$ cat src/logic/tsense_pkg.sv
// Purpose: Shared constants and types for the temperature conversion path
// Assumes: 250 MHz core clock, AHB-Lite register access
package tsense_pkg;
  localparam int CLK_MHZ = 250;
  localparam int CONVERSION_TRIGGER_IN_TIME_US = 16000;
  localparam int CONVERSION_TRIGGER_IN_CYCLES = CONVERSION_TRIGGER_IN_TIME_US * CLK_MHZ;
  localparam int SLOT_SAMPLE_NS = 30000;
  localparam int SLOT_SAMPLE_CYCLES = SLOT_SAMPLE_NS * CLK_MHZ / 1000;
  localparam int FIFO_DEPTH = 32;
  localparam logic [7:0] CMD_CONVERT = 8'h44;

  localparam logic [7:0] STATUS_OFS = 8'h00;
  localparam logic [7:0] INT_EN_OFS = 8'h04;
  localparam logic [7:0] PIN_SETUP_OFS = 8'h08;
  localparam logic [7:0] PIN_OUT_OFS = 8'h0c;
  localparam logic [7:0] PIN_LEVEL_OFS = 8'h10;
  localparam logic [7:0] FIFO_DATA_OFS = 8'h14;
  localparam logic [7:0] FIFO_COUNT_OFS = 8'h18;
  localparam logic [7:0] UPPER_THR_OFS = 8'h1c;
  localparam logic [7:0] LOWER_THR_OFS = 8'h20;
  localparam logic [7:0] SERIAL_LO_OFS = 8'h24;
  localparam logic [7:0] SERIAL_HI_OFS = 8'h28;
  localparam logic [7:0] CTRL_OFS = 8'h2c;

  localparam int ST_BUSY = 0;
  localparam int ST_HI = 1;
  localparam int ST_LO = 2;
  localparam int ST_EMPTY = 3;
  localparam int CTRL_START = 0;

  localparam logic [5:0] PIN_SETUP_RST = 6'h2a;
  localparam logic [2:0] PIN_OUT_RST = 3'h7;
  localparam logic [1:0] INT_EN_RST = 2'h0;
  localparam logic [15:0] UPPER_THR_RST = 16'h7fff;
  localparam logic [15:0] LOWER_THR_RST = 16'h8000;

  localparam logic [1:0] ROLE_INPUT = 2'h0;
  localparam logic [1:0] ROLE_OUTPUT = 2'h1;
  localparam logic [1:0] ROLE_PULLDOWN = 2'h2;
  localparam logic [1:0] ROLE_SPECIAL = 2'h3;

  typedef enum logic {STANDBY, CONVERTING} conversion_trigger_in_state_t;
endpackage

$ cat src/logic/tsense_top.sv
// Purpose: Conversion control, result FIFO, pin roles and registers
// Assumes: TEMP_RAW is the sensor front end's word, valid at conversion end
// Notes: registers on AHB-Lite, zero wait states, always OKAY
//
// Local design decisions: the AHB-Lite interface to the registers and the register offsets.
`timescale 1ns/1ns
module tsense_top import tsense_pkg::*; #(
  parameter int CONVERSION_TRIGGER_IN_CYCLES_P = CONVERSION_TRIGGER_IN_CYCLES,
  parameter int SAMPLE_CYCLES_P = SLOT_SAMPLE_CYCLES,
  parameter int DEPTH = FIFO_DEPTH,
  // Arbitrary value, replaced per part at trim
  parameter logic [63:0] SERIAL_CODE = 64'h5a3c_0f96_1e2d_4b78
) (
  // Clock and reset
  input wire logic CORE_CLK,
  input wire logic RESETN,
  // AHB-Lite slave
  input wire logic HSEL,
  input wire logic [31:0] HADDR,
  input wire logic [1:0] HTRANS,
  input wire logic HWRITE,
  input wire logic [2:0] HSIZE,
  input wire logic [31:0] HWDATA,
  input wire logic HREADY,
  output logic [31:0] HRDATA,
  output logic HREADYOUT,
  output logic HRESP,
  // Single-wire data line
  input wire logic DQ_IN,
  output logic DQ_OUT,
  output logic DQ_OE,
  // General pins
  input wire logic GENERAL_PIN_ZERO_IN,
  output logic GENERAL_PIN_ZERO_OUT,
  output logic GENERAL_PIN_ZERO_OE,
  input wire logic GENERAL_PIN_ONE_IN,
  output logic GENERAL_PIN_ONE_OUT,
  output logic GENERAL_PIN_ONE_OE,
  input wire logic GENERAL_PIN_TWO_IN,
  output logic GENERAL_PIN_TWO_OUT,
  output logic GENERAL_PIN_TWO_OE,
  output logic [2:0] PIN_PULLDOWN_EN,
  // Sensor front end
  input wire logic [15:0] TEMP_RAW,
  output logic SENSE_EN
);
  localparam int PW = $clog2(DEPTH);

  function automatic logic is_special(input logic [1:0] role);
    is_special = (role == ROLE_SPECIAL);
  endfunction

  logic rst_meta_ff;
  logic rst_n;
  logic [3:0] in_s1_ff;
  logic [3:0] in_s2_ff;
  logic [3:0] in_s3_ff;
  logic [3:0] in_filt_ff;
  logic [3:0] agree;
  logic pin_one_prev_ff;
  logic cmd_valid;
  logic [7:0] cmd_byte;
  conversion_trigger_in_state_t state_ff;
  logic [31:0] conversion_trigger_in_cnt_ff;
  logic conversion_trigger_in_done;
  logic trig_cmd;
  logic trig_pin;
  logic trig_sw;
  logic trig_any;
  logic [15:0] fifo_mem [DEPTH];
  logic [PW-1:0] wr_ptr_ff;
  logic [PW-1:0] rd_ptr_ff;
  logic [PW:0] count_ff;
  logic fifo_full;
  logic fifo_empty;
  logic push;
  logic pop;
  logic [15:0] result;
  logic [1:0] int_en_ff;
  logic [5:0] pin_setup_ff;
  logic [2:0] pin_out_ff;
  logic [15:0] upper_thr_ff;
  logic [15:0] lower_thr_ff;
  logic temp_hi_ff;
  logic temp_lo_ff;
  logic alarm_flag;
  logic irq_out_n;
  logic acc_phase;
  logic wr_pend_ff;
  logic [7:0] wr_addr_ff;
  logic [7:0] rd_addr;
  logic [31:0] rd_mux;
  logic [31:0] rdata_ff;
  logic sw_start_ff;
  logic [2:0] pin_oe_ff;
  logic [2:0] pd_ff;
  logic status_rd;

  // Reset release through two flops; assertion stays asynchronous
  always_ff @(posedge CORE_CLK or negedge RESETN) begin
    if (!RESETN) begin
      rst_meta_ff <= 1'b0;
      rst_n <= 1'b0;
    end else begin
      rst_meta_ff <= 1'b1;
      rst_n <= rst_meta_ff;
    end
  end

  // Pins and data line: three flops, a change counts when stages two and three agree
  assign agree = ~(in_s2_ff ^ in_s3_ff);
  always_ff @(posedge CORE_CLK or negedge rst_n) begin
    if (!rst_n) begin
      in_s1_ff <= 4'h1;
      in_s2_ff <= 4'h1;
      in_s3_ff <= 4'h1;
      in_filt_ff <= 4'h1;
    end else begin
      in_s1_ff <= {GENERAL_PIN_TWO_IN, GENERAL_PIN_ONE_IN, GENERAL_PIN_ZERO_IN, DQ_IN};
      in_s2_ff <= in_s1_ff;
      in_s3_ff <= in_s2_ff;
      in_filt_ff <= (in_s3_ff & agree) | (in_filt_ff & ~agree);
    end
  end

  cmd_rx #(
    .SAMPLE_CYCLES(SAMPLE_CYCLES_P)
  ) cmd_rx_i (
    .clk(CORE_CLK),
    .rst_n(rst_n),
    .line_lvl(in_filt_ff[0]),
    .cmd_valid(cmd_valid),
    .cmd_byte(cmd_byte)
  );

  // data line never driven high; released in this block
  assign DQ_OUT = 1'b0;
  assign DQ_OE = 1'b0;

  always_ff @(posedge CORE_CLK or negedge rst_n) begin
    if (!rst_n) begin
      pin_one_prev_ff <= 1'b0;
    end else begin
      pin_one_prev_ff <= in_filt_ff[2];
    end
  end

  assign trig_cmd = cmd_valid && (cmd_byte == CMD_CONVERT);
  // pin one rising edge, special role only
  assign trig_pin = is_special(pin_setup_ff[3:2]) && in_filt_ff[2] && !pin_one_prev_ff;
  assign trig_sw = sw_start_ff;
  assign trig_any = trig_cmd || trig_pin || trig_sw;
  assign conversion_trigger_in_done = (state_ff == CONVERTING) && (conversion_trigger_in_cnt_ff == 32'(CONVERSION_TRIGGER_IN_CYCLES_P - 1));

  // standby until triggered; triggers while busy are dropped
  always_ff @(posedge CORE_CLK or negedge rst_n) begin
    if (!rst_n) begin
      state_ff <= STANDBY;
      conversion_trigger_in_cnt_ff <= 32'h0000_0000;
    end else begin
      unique case (state_ff)
        STANDBY: begin
          conversion_trigger_in_cnt_ff <= 32'h0000_0000;
          if (trig_any) begin
            state_ff <= CONVERTING;
          end
        end
        CONVERTING: begin
          if (conversion_trigger_in_done) begin
            state_ff <= STANDBY;
          end else begin
            conversion_trigger_in_cnt_ff <= conversion_trigger_in_cnt_ff + 32'h0000_0001;
          end
        end
      endcase
    end
  end
  assign SENSE_EN = (state_ff == CONVERTING);

  // front end word kept as is: signed 0.005 C counts, bit 15 sign
  assign result = TEMP_RAW;
  assign push = conversion_trigger_in_done;
  assign fifo_full = (count_ff == (PW + 1)'(DEPTH));
  assign fifo_empty = (count_ff == '0);

  // circular store; a push at full drops the oldest
  always_ff @(posedge CORE_CLK) begin
    if (push) begin
      fifo_mem[wr_ptr_ff] <= result;
    end
  end
  always_ff @(posedge CORE_CLK or negedge rst_n) begin
    if (!rst_n) begin
      wr_ptr_ff <= '0;
      rd_ptr_ff <= '0;
      count_ff <= '0;
    end else begin
      if (push) begin
        wr_ptr_ff <= wr_ptr_ff + PW'(1);
      end
      if (pop || (push && fifo_full)) begin
        rd_ptr_ff <= rd_ptr_ff + PW'(1);
      end
      if (push && !pop && !fifo_full) begin
        count_ff <= count_ff + (PW + 1)'(1);
      end else if (pop && !push) begin
        count_ff <= count_ff - (PW + 1)'(1);
      end
    end
  end

  // Alarm bits: a new event wins over a status read in the same cycle
  always_ff @(posedge CORE_CLK or negedge rst_n) begin
    if (!rst_n) begin
      temp_hi_ff <= 1'b0;
      temp_lo_ff <= 1'b0;
    end else begin
      temp_hi_ff <= (push && ($signed(result) > $signed(upper_thr_ff))) || (temp_hi_ff && !status_rd);
      temp_lo_ff <= (push && ($signed(result) < $signed(lower_thr_ff))) || (temp_lo_ff && !status_rd);
    end
  end
  assign alarm_flag = (temp_hi_ff && int_en_ff[0]) || (temp_lo_ff && int_en_ff[1]);
  // active-low interrupt only in the special role
  assign irq_out_n = !(is_special(pin_setup_ff[1:0]) && alarm_flag);

  // pin drive registered; output role only ever pulls low
  always_ff @(posedge CORE_CLK or negedge rst_n) begin
    if (!rst_n) begin
      pin_oe_ff <= 3'h0;
      pd_ff <= 3'h7;
    end else begin
      for (int i = 0; i < 3; i++) begin
        pin_oe_ff[i] <= (pin_setup_ff[2*i +: 2] == ROLE_OUTPUT) && !pin_out_ff[i];
        pd_ff[i] <= (pin_setup_ff[2*i +: 2] == ROLE_PULLDOWN);
      end
      pin_oe_ff[0] <= ((pin_setup_ff[1:0] == ROLE_OUTPUT) && !pin_out_ff[0]) || !irq_out_n;
    end
  end
  assign GENERAL_PIN_ZERO_OUT = 1'b0;
  assign GENERAL_PIN_ONE_OUT = 1'b0;
  assign GENERAL_PIN_TWO_OUT = 1'b0;
  assign GENERAL_PIN_ZERO_OE = pin_oe_ff[0];
  assign GENERAL_PIN_ONE_OE = pin_oe_ff[1];
  assign GENERAL_PIN_TWO_OE = pin_oe_ff[2];
  assign PIN_PULLDOWN_EN = pd_ff;

  // AHB-Lite: zero wait states, reads decoded in the address phase
  assign acc_phase = HSEL && HTRANS[1] && HREADY;
  assign rd_addr = HADDR[7:0];
  assign pop = acc_phase && !HWRITE && (rd_addr == FIFO_DATA_OFS) && !fifo_empty;
  assign status_rd = acc_phase && !HWRITE && (rd_addr == STATUS_OFS);
  assign HREADYOUT = 1'b1;
  assign HRESP = 1'b0;
  assign HRDATA = rdata_ff;

  always_comb begin
    rd_mux = 32'h0000_0000;
    unique case (rd_addr)
      STATUS_OFS: begin
        rd_mux[ST_BUSY] = (state_ff == CONVERTING);
        rd_mux[ST_HI] = temp_hi_ff;
        rd_mux[ST_LO] = temp_lo_ff;
        rd_mux[ST_EMPTY] = fifo_empty;
      end
      INT_EN_OFS: rd_mux[1:0] = int_en_ff;
      PIN_SETUP_OFS: rd_mux[5:0] = pin_setup_ff;
      PIN_OUT_OFS: rd_mux[2:0] = pin_out_ff;
      PIN_LEVEL_OFS: rd_mux[2:0] = in_filt_ff[3:1];
      FIFO_DATA_OFS: rd_mux[15:0] = fifo_empty ? 16'h0000 : fifo_mem[rd_ptr_ff];
      FIFO_COUNT_OFS: rd_mux[PW:0] = count_ff;
      UPPER_THR_OFS: rd_mux[15:0] = upper_thr_ff;
      LOWER_THR_OFS: rd_mux[15:0] = lower_thr_ff;
      SERIAL_LO_OFS: rd_mux = SERIAL_CODE[31:0];
      SERIAL_HI_OFS: rd_mux = SERIAL_CODE[63:32];
      default: rd_mux = 32'h0000_0000;
    endcase
  end

  always_ff @(posedge CORE_CLK or negedge rst_n) begin
    if (!rst_n) begin
      rdata_ff <= 32'h0000_0000;
      wr_pend_ff <= 1'b0;
      wr_addr_ff <= 8'h00;
    end else begin
      wr_pend_ff <= acc_phase && HWRITE;
      if (acc_phase) begin
        wr_addr_ff <= rd_addr;
        rdata_ff <= HWRITE ? 32'h0000_0000 : rd_mux;
      end
    end
  end

  // thresholds are plain registers, back to defaults at every reset
  always_ff @(posedge CORE_CLK or negedge rst_n) begin
    if (!rst_n) begin
      int_en_ff <= INT_EN_RST;
      pin_setup_ff <= PIN_SETUP_RST;
      pin_out_ff <= PIN_OUT_RST;
      upper_thr_ff <= UPPER_THR_RST;
      lower_thr_ff <= LOWER_THR_RST;
      sw_start_ff <= 1'b0;
    end else begin
      sw_start_ff <= wr_pend_ff && (wr_addr_ff == CTRL_OFS) && HWDATA[CTRL_START];
      if (wr_pend_ff) begin
        unique case (wr_addr_ff)
          INT_EN_OFS: int_en_ff <= HWDATA[1:0];
          PIN_SETUP_OFS: pin_setup_ff <= HWDATA[5:0];
          PIN_OUT_OFS: pin_out_ff <= HWDATA[2:0];
          UPPER_THR_OFS: upper_thr_ff <= HWDATA[15:0];
          LOWER_THR_OFS: lower_thr_ff <= HWDATA[15:0];
          default: ;
        endcase
      end
    end
  end
endmodule

$ cat src/logic/cmd_rx.sv
// Purpose: Collects write slots on the data line into command bytes
// Assumes: line level already synchronised and filtered
// Notes: no reset-pulse or ROM handling; every eight slots form a byte
`timescale 1ns/1ns
module cmd_rx import tsense_pkg::*; #(
  parameter int SAMPLE_CYCLES = SLOT_SAMPLE_CYCLES
) (
  // Clock and reset
  input wire logic clk,
  input wire logic rst_n,
  // Line
  input wire logic line_lvl,
  // Byte out
  output logic cmd_valid,
  output logic [7:0] cmd_byte
);
  logic line_prev_ff;
  logic slot_act_ff;
  logic [15:0] slot_cnt_ff;
  logic [7:0] shift_ff;
  logic [2:0] bits_ff;
  logic valid_ff;
  logic sample_now;

  assign sample_now = slot_act_ff && (slot_cnt_ff == 16'(SAMPLE_CYCLES - 1));
  assign cmd_valid = valid_ff;
  assign cmd_byte = shift_ff;

  always_ff @(posedge clk or negedge rst_n) begin
    if (!rst_n) begin
      line_prev_ff <= 1'b1;
    end else begin
      line_prev_ff <= line_lvl;
    end
  end

  // A slot opens on the master's falling edge
  always_ff @(posedge clk or negedge rst_n) begin
    if (!rst_n) begin
      slot_act_ff <= 1'b0;
      slot_cnt_ff <= 16'h0000;
    end else if (!slot_act_ff && line_prev_ff && !line_lvl) begin
      slot_act_ff <= 1'b1;
      slot_cnt_ff <= 16'h0000;
    end else if (sample_now) begin
      slot_act_ff <= 1'b0;
    end else if (slot_act_ff) begin
      slot_cnt_ff <= slot_cnt_ff + 16'h0001;
    end
  end

  always_ff @(posedge clk or negedge rst_n) begin
    if (!rst_n) begin
      shift_ff <= 8'h00;
      bits_ff <= 3'h0;
      valid_ff <= 1'b0;
    end else begin
      valid_ff <= sample_now && (bits_ff == 3'h7);
      if (sample_now) begin
        shift_ff <= {line_lvl, shift_ff[7:1]};
        bits_ff <= bits_ff + 3'h1;
      end
    end
  end
endmodule

$ cat config.mk
export PLATFORM = sky130hd
export DESIGN_NAME = tsense_top
export DESIGN_NICKNAME = d
export VERILOG_FILES = /design/src/logic/tsense_pkg.sv /design/src/logic/tsense_top.sv /design/src/logic/cmd_rx.sv
export SDC_FILE = /design/constraint.sdc
export NUM_CORES = 1
export LEC_CHECK = 0
export BUFFER_PORTS_ARGS = -buffer_cell sky130_fd_sc_hd__buf_2
export CORE_ASPECT_RATIO = 2
export CORE_MARGIN = 4
export CORE_UTILIZATION = 23
export DETAILED_ROUTE_END_ITERATION = 7
export PLACE_DENSITY = 0.36
export SYNTH_ARGS = -nofsm -noshare
export SYNTH_HDL_FRONTEND = slang
export SYNTH_SLANG_ARGS = --single-unit
$ cat constraint.sdc
create_clock -name CORE_CLK -period 5.4 [get_ports CORE_CLK]
set_input_delay 0.54 -clock CORE_CLK [delete_from_list [all_inputs] [get_ports CORE_CLK]]
set_output_delay 0.54 -clock CORE_CLK [all_outputs]
set_load 0.05 [all_outputs]
==> out/metrics.cfg, run 1 <==
[floorplanning]
chipWidth_um=260
die_area_mm2=0.134
coreArea_mm2=0.127
fp.dieH_um=513
start_util_pct=23.1
rows=185
boundaryPins=140

[critical_path]
path_class=register to register
cp-start-kind=register
path_max_fanout=17
cp.arrival_ps=4230
cp.required_ps=5970
end_kind=register

[synth]
synthTopCellsByArea=edfxtp_1 52%, dfrtp_1 13%, mux4_2 8.9%, mux2_2 2.8%, dfstp_2 2.7%
yosys_warnings=0
syn_inst=1787
yosysTopAreaCell=edfxtp_1
synth_most_common_cell=edfxtp_1
ys_ff_latch=690
synth_flop_cell=edfxtp_1
seq_area_frac_synth_pct=67.7
mappedNetlistArea_mm2=0.0293
synth.distinct_cells=83
synth_edf_count=512
synth.avg_cell_area_um2=16.4
synth_common_cells=512 x edfxtp_1, 148 x dfrtp_1, 116 x mux4_2
synth-async-reset-ratio_pct=25.8
yosys.area.top_type_share_pct=52.4

[power_and_ir_drop]
netSwitchingFraction_pct=22.3
cellLeakagePower_nw=11.4
irDropWorstVdd_mv=0.171
p_clk_share_pct=43.2
finalPower_mw=11.0
p_per_area_mw_per_mm2=323
p_sw_mw=2.45
internal-power_mw=8.55
p_seq_share_pct=53.3
combPwrFrac_pct=3.5

[clock_network]
cts_tree=yes
cts_setup_buffers=0
post_cts_resized=0
cts_buffer_depth=3
h-tree-depth=3
clk-insertion-delay-late_ps=640
clkSlewWorstSetupHoldPaths_ps=60
cts_buffers=67
numClockSinks=690
cts_root_buffer=clkbuf_16

[timing]
maxSlewViolCount=0
fmax_ghz=0.273
setup_viol=0
skew_ps=20.0
rsz0062_at_grt=no
slew_headroom_pct=28.2
min_period_ps=3660
tns_ps=0
hold_violations=0
tightest_slew_ps=1070
finalCritPeriodShare_pct=67.8

[min_path]
hp-class=primary input to register

[final_layout]
multi_input_area_mm2=0.00890
nFillCells=12990
nets=2037
post-route-util_pct=26.9
seq_area_mm2=0.0199
area_delta_synth_final_pct=16.3
drive_gt1_share_pct=26.9

[global_route]
antenna_found_initial=7
grt_first_pass_wirelength_um=123000
overflow=0
grtUsageTotal_pct=12.6
grt_pass1_vias=17574
grt_max_degree=113

[detailed_routing]
via_count=16076
totalWireLength_um=83800
drc=0
wl_per_cell_um=23.1
drtIter0Drc=770
routed_via_density=4.42
first_pass_iters=5
ant_nets=0

[place]
post-dp-hpwl_um=57400
gp_congestion=0.814
port_buffers=82

[run]
drv_cap=0

[run_status]
status=complete, no violations

timing repair:
action                     in CTS  in global routing
hold endpoints to repair        6                  0
setup endpoints to repair       0                  0
hold buffers                    5                  0
sequential cells by signal, indices dropped and copies added (netlist names), 5 cells and up, named ones only:
| signal | cells |
|---|---|
| wr_addr_ff | 8 |
| rd_ptr_ff | 5 |
| pin_setup_ff | 6 |
| cmd_rx_i.slot_cnt_ff | 16 |
| cmd_rx_i.cmd_byte | 8 |
| fifo_mem | 512 |
| lower_thr_ff | 16 |
| wr_ptr_ff | 5 |
| HRDATA | 19 |
| conversion_trigger_in_cnt_ff | 32 |
| upper_thr_ff | 16 |
| count_ff | 6 |
path summary, 6_finish.rpt:
path                                                              startpoint                  endpoint  slack (ps)  depth (start not counted)
worst max-delay path            conversion_trigger_in_cnt_ff[24]$_DFFE_PN0P_   count_ff[5]$_DFFE_PN0P_        1740                         12
worst min-delay path                                                  HWRITE      wr_pend_ff$_DFF_PN0_         140                          3
worst max register to register  conversion_trigger_in_cnt_ff[24]$_DFFE_PN0P_   count_ff[5]$_DFFE_PN0P_        1740                         12
worst min register to register                         rst_meta_ff$_DFF_PN0_           rst_n$_DFF_PN0_         350                          0
max in group asynchronous                                    rst_n$_DFF_PN0_  rd_ptr_ff[1]$_DFFE_PN0P_        3650                          1
min in group asynchronous                                             RESETN     rst_meta_ff$_DFF_PN0_         240                          2
through the flow:
step	setup slack (ps)	area, µm²	std cells	hold slack, ps
after floorplan	125	29400	1799	244
after global placement	1480	31900	3507	326
after detailed placement	1520	31900	3507	329
after CTS	1720	34100	3632	62.8
after global routing	1480	34100	3634	94.8
final	1740	34100	3636	136
cells by family (layout without fill, tap and decap cells):
kind of cell | after synthesis | in the layout | synth area share (%)
buffers and inverters | 155 | 305 | 2.56
xor gates and xnor gates | 46 | 46 | 1.37
other | 2 | 18 | 0.0256
and+or+nand+nor | 384 | 384 | 7.52
muxes | 243 | 243 | 13.6
DFF | 690 | 690 | 67.7
adders and majority gates | 49 | 49 | 2.08
AOI/OAI and AO/OA | 218 | 218 | 5.10
metal layers:
layer	vias to the layer above	GRT usage, %	routed length (µm)
met2	284	25.5	49000
met3	101	2.09	2760
met5	-	0	21
met1	8485	12.8	30000
li1	7202	-	-
met4	4	3.75	2110
placed cells by master (no fill, tap or decap), types with 10 or more instances in the layout:
master and count:
o211ai_1 12, nor2_1 56, nand4_1 23, nor2b_1 11
edfxtp_1 512, and3_1 13, mux4_2 116, a21o_1 10
a211oi_1 10, buf_2 82, nand2_1 72, nor3_1 18
buf_4 44, nand3_1 39, dfstp_2 30, xnor2_1 28
a22oi_1 30, clkbuf_16 69, clkinv_2 12, inv_1 51
ha_1 44, xor2_1 18, a21oi_1 41, mux2_2 73
o21ai_0 47, mux2i_1 53, and4_1 15, nor2_2 23
o31ai_1 11, conb_1 14, nor4_1 16, dfrtp_1 143
power by group through the flow:
stage,clock network (mW),registers (mW),logic [mW]
after floorplan,0,5.96,0.207
after global placement,0,5.98,0.376
after detailed placement,0,5.98,0.388
after CTS,4.97,5.87,0.393
after global routing,5.13,5.88,0.431
final,4.75,5.87,0.382
critical path, cell delays in order, from the launching register on:
cell      delay [ps]
dfrtp_1          430
nor4_1           570
nand3_1          210
nor4_4           270
buf_4            300
nand2_1           80
or2_1            340
ha_1             320
a211oi_1         230
o21bai_1         130
a21o_1           200
or4_1            410
nand4_1          100
final cells by class:
type,count,share of cell area [%]
multi-input cells,954,26.1
repair buffers,134,2.49
clock inverters,34,0.895
inverters,51,0.561
well taps,1683,6.18
diodes,4,0.0294
clock buffers,86,5.45
flip-flops and latches,690,58.3
No activity file was read; power rests on OpenSTA's default activity.
==> inputs of run 2 (changes only) <==
--- a/config.mk
+++ b/config.mk
@@ -5,12 +5,13 @@
 export SDC_FILE = /design/constraint.sdc
 export NUM_CORES = 1
 export LEC_CHECK = 0
+export ABC_AREA = 1
 export BUFFER_PORTS_ARGS = -buffer_cell sky130_fd_sc_hd__buf_2
 export CORE_ASPECT_RATIO = 2
 export CORE_MARGIN = 4
 export CORE_UTILIZATION = 23
 export DETAILED_ROUTE_END_ITERATION = 7
-export PLACE_DENSITY = 0.36
+export PLACE_DENSITY = 0.35
 export SYNTH_ARGS = -nofsm -noshare
 export SYNTH_HDL_FRONTEND = slang
 export SYNTH_SLANG_ARGS = --single-unit
==> constraint.sdc (replaced) <==
create_clock -name CORE_CLK -period 3.65 [get_ports CORE_CLK]
set_input_delay 0.365 -clock CORE_CLK [delete_from_list [all_inputs] [get_ports CORE_CLK]]
set_output_delay 0.365 -clock CORE_CLK [all_outputs]
set_load 0.05 [all_outputs]
==> out/metrics.cfg, run 2 <==
[run]
drv_cap=0  ; unchanged

[global_route]
grt_first_pass_wirelength_um=151000  ; +23%
grt_max_degree=64  ; -43%
grtUsageTotal_pct=14.9  ; +2.3 points
overflow=0  ; unchanged
antenna_found_initial=9  ; +2
grt_pass1_vias=21550  ; +23%

[critical_path]
end_kind=register
crit_top_cell=nand2_1
max_stage_delay_ps=410  ; -160 ps
cp.required_ps=4180  ; -1790 ps
rrSetupSlack_ps=590  ; -1140 ps
path_class=register to register
reg2reg_from=conversion_trigger_in_cnt_ff[19]$_DFFE_PN0P_
reg2reg_depth=19  ; +7
path_cells=nand2_1 -> nor2_1 -> nand3_1 -> nor3_1 -> nand3_1 -> inv_1 -> nand2_1 -> inv_1 -> nand3_1 -> ha_1 -> a21oi_1 -> nand2_1 -> nand2_1 -> nand2_1 -> a21o_1 -> o21ai_1 -> nand2_1 -> nand2_1 -> nand2_1
cp.arrival_ps=3580  ; -650 ps
reg2reg_to=count_ff[5]$_DFFE_PN0P_
path_max_fanout=5  ; -12
cp-start-kind=register
slowest_stage=ha_1

[clock_network]
clk-insertion-delay-late_ps=640  ; about the same
cts_setup_buffers=0  ; unchanged
clkSlewWorstSetupHoldPaths_ps=70  ; about the same
numClockSinks=690  ; unchanged
post_cts_resized=0  ; unchanged
cts_buffers=66  ; -1.5%
cts_root_buffer=clkbuf_16
cts_tree=yes
cts_buffer_depth=3  ; unchanged
h-tree-depth=3  ; unchanged

[timing]
skew_ps=21.4  ; +1.33 ps
tns_ps=0  ; unchanged
tightest_slew_ps=1080  ; +5.69 ps
maxSlewViolCount=0  ; unchanged
rsz0062_at_grt=no
fmax_ghz=0.327  ; +20%
slew_headroom_pct=28.0  ; -0.18 points
min_period_ps=3060  ; -608 ps
finalCritPeriodShare_pct=83.7  ; +16 points
hold_violations=0  ; unchanged
setup_viol=0  ; unchanged

[floorplanning]
chipWidth_um=263  ; +1.1%
rows=187  ; +1.1%
boundaryPins=140  ; unchanged
start_util_pct=23.1  ; about the same
coreArea_mm2=0.130  ; +2.4%
die_area_mm2=0.137  ; +2.3%
fp.dieH_um=519  ; +1.2%

[detailed_routing]
routed_via_density=4.38  ; -0.85%
met1_length_um=38400  ; +28%
routed-wl-met3_um=2790  ; +1.2%
wl_met2_um=57700  ; +18%
highest_layer=met5
totalWireLength_um=103000  ; +23%
drtIter0Drc=1005  ; +31%
ant_nets=0  ; unchanged
via_count=20888  ; +30%
first_pass_iters=5  ; unchanged
drc=0  ; unchanged
wl_per_cell_um=21.7  ; -6.0%

[final_layout]
regMostFlops=fifo_mem
finalInstanceArea_mm2=0.0352  ; +3.1%
final_cell_mix=575 x nand2_1, 512 x edfxtp_1, 430 x nor2_1
area_delta_synth_final_pct=17.1
seq_area_mm2=0.0199  ; about the same
largest_reg_flops=512  ; unchanged
nFillCells=13677  ; +5.3%
multi_input_area_mm2=0.00891  ; about the same
nets=3158  ; +55%
drive_gt1_share_pct=12.0  ; -15 points
mostFrequentLayoutCell=nand2_1

[synth]
synth.avg_cell_area_um2=10.5  ; -36%
synth.distinct_cells=46  ; -45%
synth-async-reset-ratio_pct=25.8  ; unchanged
yosysTopAreaCell=edfxtp_1
yosys_warnings=0  ; unchanged
synth_edf_count=512  ; unchanged
synth_most_common_cell=nand2_1
mappedNetlistArea_mm2=0.0300  ; +2.4%
yosys.area.top_type_share_pct=51.2  ; -1.2 points
seq_area_frac_synth_pct=66.2  ; -1.6 points
ys_ff_latch=690  ; unchanged
synth_common_cells=575 x nand2_1, 512 x edfxtp_1, 454 x nor2_1
synthTopCellsByArea=edfxtp_1 51%, dfrtp_1 12%, nand2_1 7.2%, nor2_1 5.7%, o21ai_0 4.7%
synth_flop_cell=edfxtp_1
syn_inst=2864  ; +60%

[power_and_ir_drop]
netSwitchingFraction_pct=23.3  ; +1.0 points
internal-power_mw=12.2  ; +43%
finalPower_mw=15.9  ; +45%
p_per_area_mw_per_mm2=454  ; +41%
combPwrFrac_pct=4.2  ; +0.7 points
p_clk_share_pct=41.5  ; -1.7 points
irDropWorstVdd_mv=0.325  ; +91%
p_sw_mw=3.72  ; +52%
cellLeakagePower_nw=13.5  ; +18%
p_seq_share_pct=54.3  ; +1.0 points

[place]
placed_area_mm2=0.0330  ; +3.4%
port_buffers=82  ; unchanged
post-dp-hpwl_um=71500  ; +24%
gp_congestion=0.803  ; -1.3%

[min_path]
hold_path_end=upper_thr_ff[10]$_DFFE_PN1P_
min_from=HWDATA[10]
hold_path_depth=3  ; unchanged
hp-class=primary input to register

[run_status]
status=complete, no violations

-- run 2: cell types whose count changed in the layout (fill, tap and decap cells not counted), sizes merged, moves of 103 or more --
cell,delta
nand2,+505
nor2,+375
o21ai,+259
nand3,+211
mux4,-116
inv,+103
-- run 2: cells by family (layout without fill, tap and decap cells) --
family,Yosys count,count (layout),share of synthesized area (%)
simple gates,1363,1363,18.8
mux,4,4,0.150
fa+ha+maj,49,49,2.03
compound gates,432,432,7.57
other cells,2,15,0.0250
buf+inv,300,487,4.53
xor+xnor,24,24,0.700
flops,690,690,66.2
-- run 2: repair_timing --
| action | 4_1_cts | 5_1_grt |
|---|---|---|
| hold buffers | 24 | 0 |
| endpoints found under the setup margin | 0 | 0 |
| hold endpoints to repair | 37 | 0 |
-- run 2: power by group through the flow --
stage / Combinational [mW] / Sequential, mW / Clock (mW)
6_report: 0.670 / 8.66 / 6.62
5_1_grt: 0.759 / 8.67 / 7.15
4_1_cts: 0.694 / 8.66 / 6.92
3_5_place_dp: 0.670 / 8.82 / 0
3_3_place_gp: 0.667 / 8.82 / 0
2_1_floorplan: 0.315 / 8.83 / 0
-- run 2: routing by layer --
metal  global-route usage, %  up-vias
li1                        -    10075
met1                    15.7    10292
met2                    29.3      358
met3                    1.95      159
met4                    6.25        4
met5                       0        -
-- run 2: worst max-delay path by stage --
| stage | start | to | slack, ps | cells past startpoint |
|---|---|---|---|---|
| floorplan | rst_n$_DFF_PN0_ | HRDATA[0]$_DFFE_PN0N_ | 740 | 0 |
| global placement | conversion_trigger_in_cnt_ff[19]$_DFFE_PN0P_ | count_ff[5]$_DFFE_PN0P_ | 530 | 19 |
| detailed placement | conversion_trigger_in_cnt_ff[19]$_DFFE_PN0P_ | count_ff[5]$_DFFE_PN0P_ | 550 | 19 |
| CTS | conversion_trigger_in_cnt_ff[19]$_DFFE_PN0P_ | count_ff[5]$_DFFE_PN0P_ | 550 | 19 |
| global route | conversion_trigger_in_cnt_ff[18]$_DFFE_PN0P_ | count_ff[5]$_DFFE_PN0P_ | 300 | 19 |
| finish | conversion_trigger_in_cnt_ff[19]$_DFFE_PN0P_ | count_ff[5]$_DFFE_PN0P_ | 590 | 19 |
-- run 2: cell type report --
cell class	count	share of cell area [%]
Sequential cell	690	56.5
Clock inverter	26	0.523
Timing Repair Buffer	219	4.83
Inverter	156	1.69
Multi-Input combinational cell	1886	25.3
Clock buffer	86	5.01
Tap cell	1701	6.05
Antenna cell	1	0.00712
-- run 2: critical path, delay by kind of cell (launching register included) --
family | cells | cell delay (ps)
simple gates | 13 | 1460
flops | 1 | 380
fa+ha+maj | 1 | 410
buf+inv | 2 | 220
compound gates | 3 | 480
-- run 2: stage by stage --
stage          utilization, %  setup slack [ps]  hold WS, ps  std cells
3_5_place_dp             25.4               550          152       4628
2_1_floorplan               -               739         69.4       2876
3_3_place_gp             25.4               531          153       4628
5_1_grt                  27.1               303         50.6       4765
6_report                 27.1               594         71.4       4765
4_1_cts                  27.1               551         8.89       4764
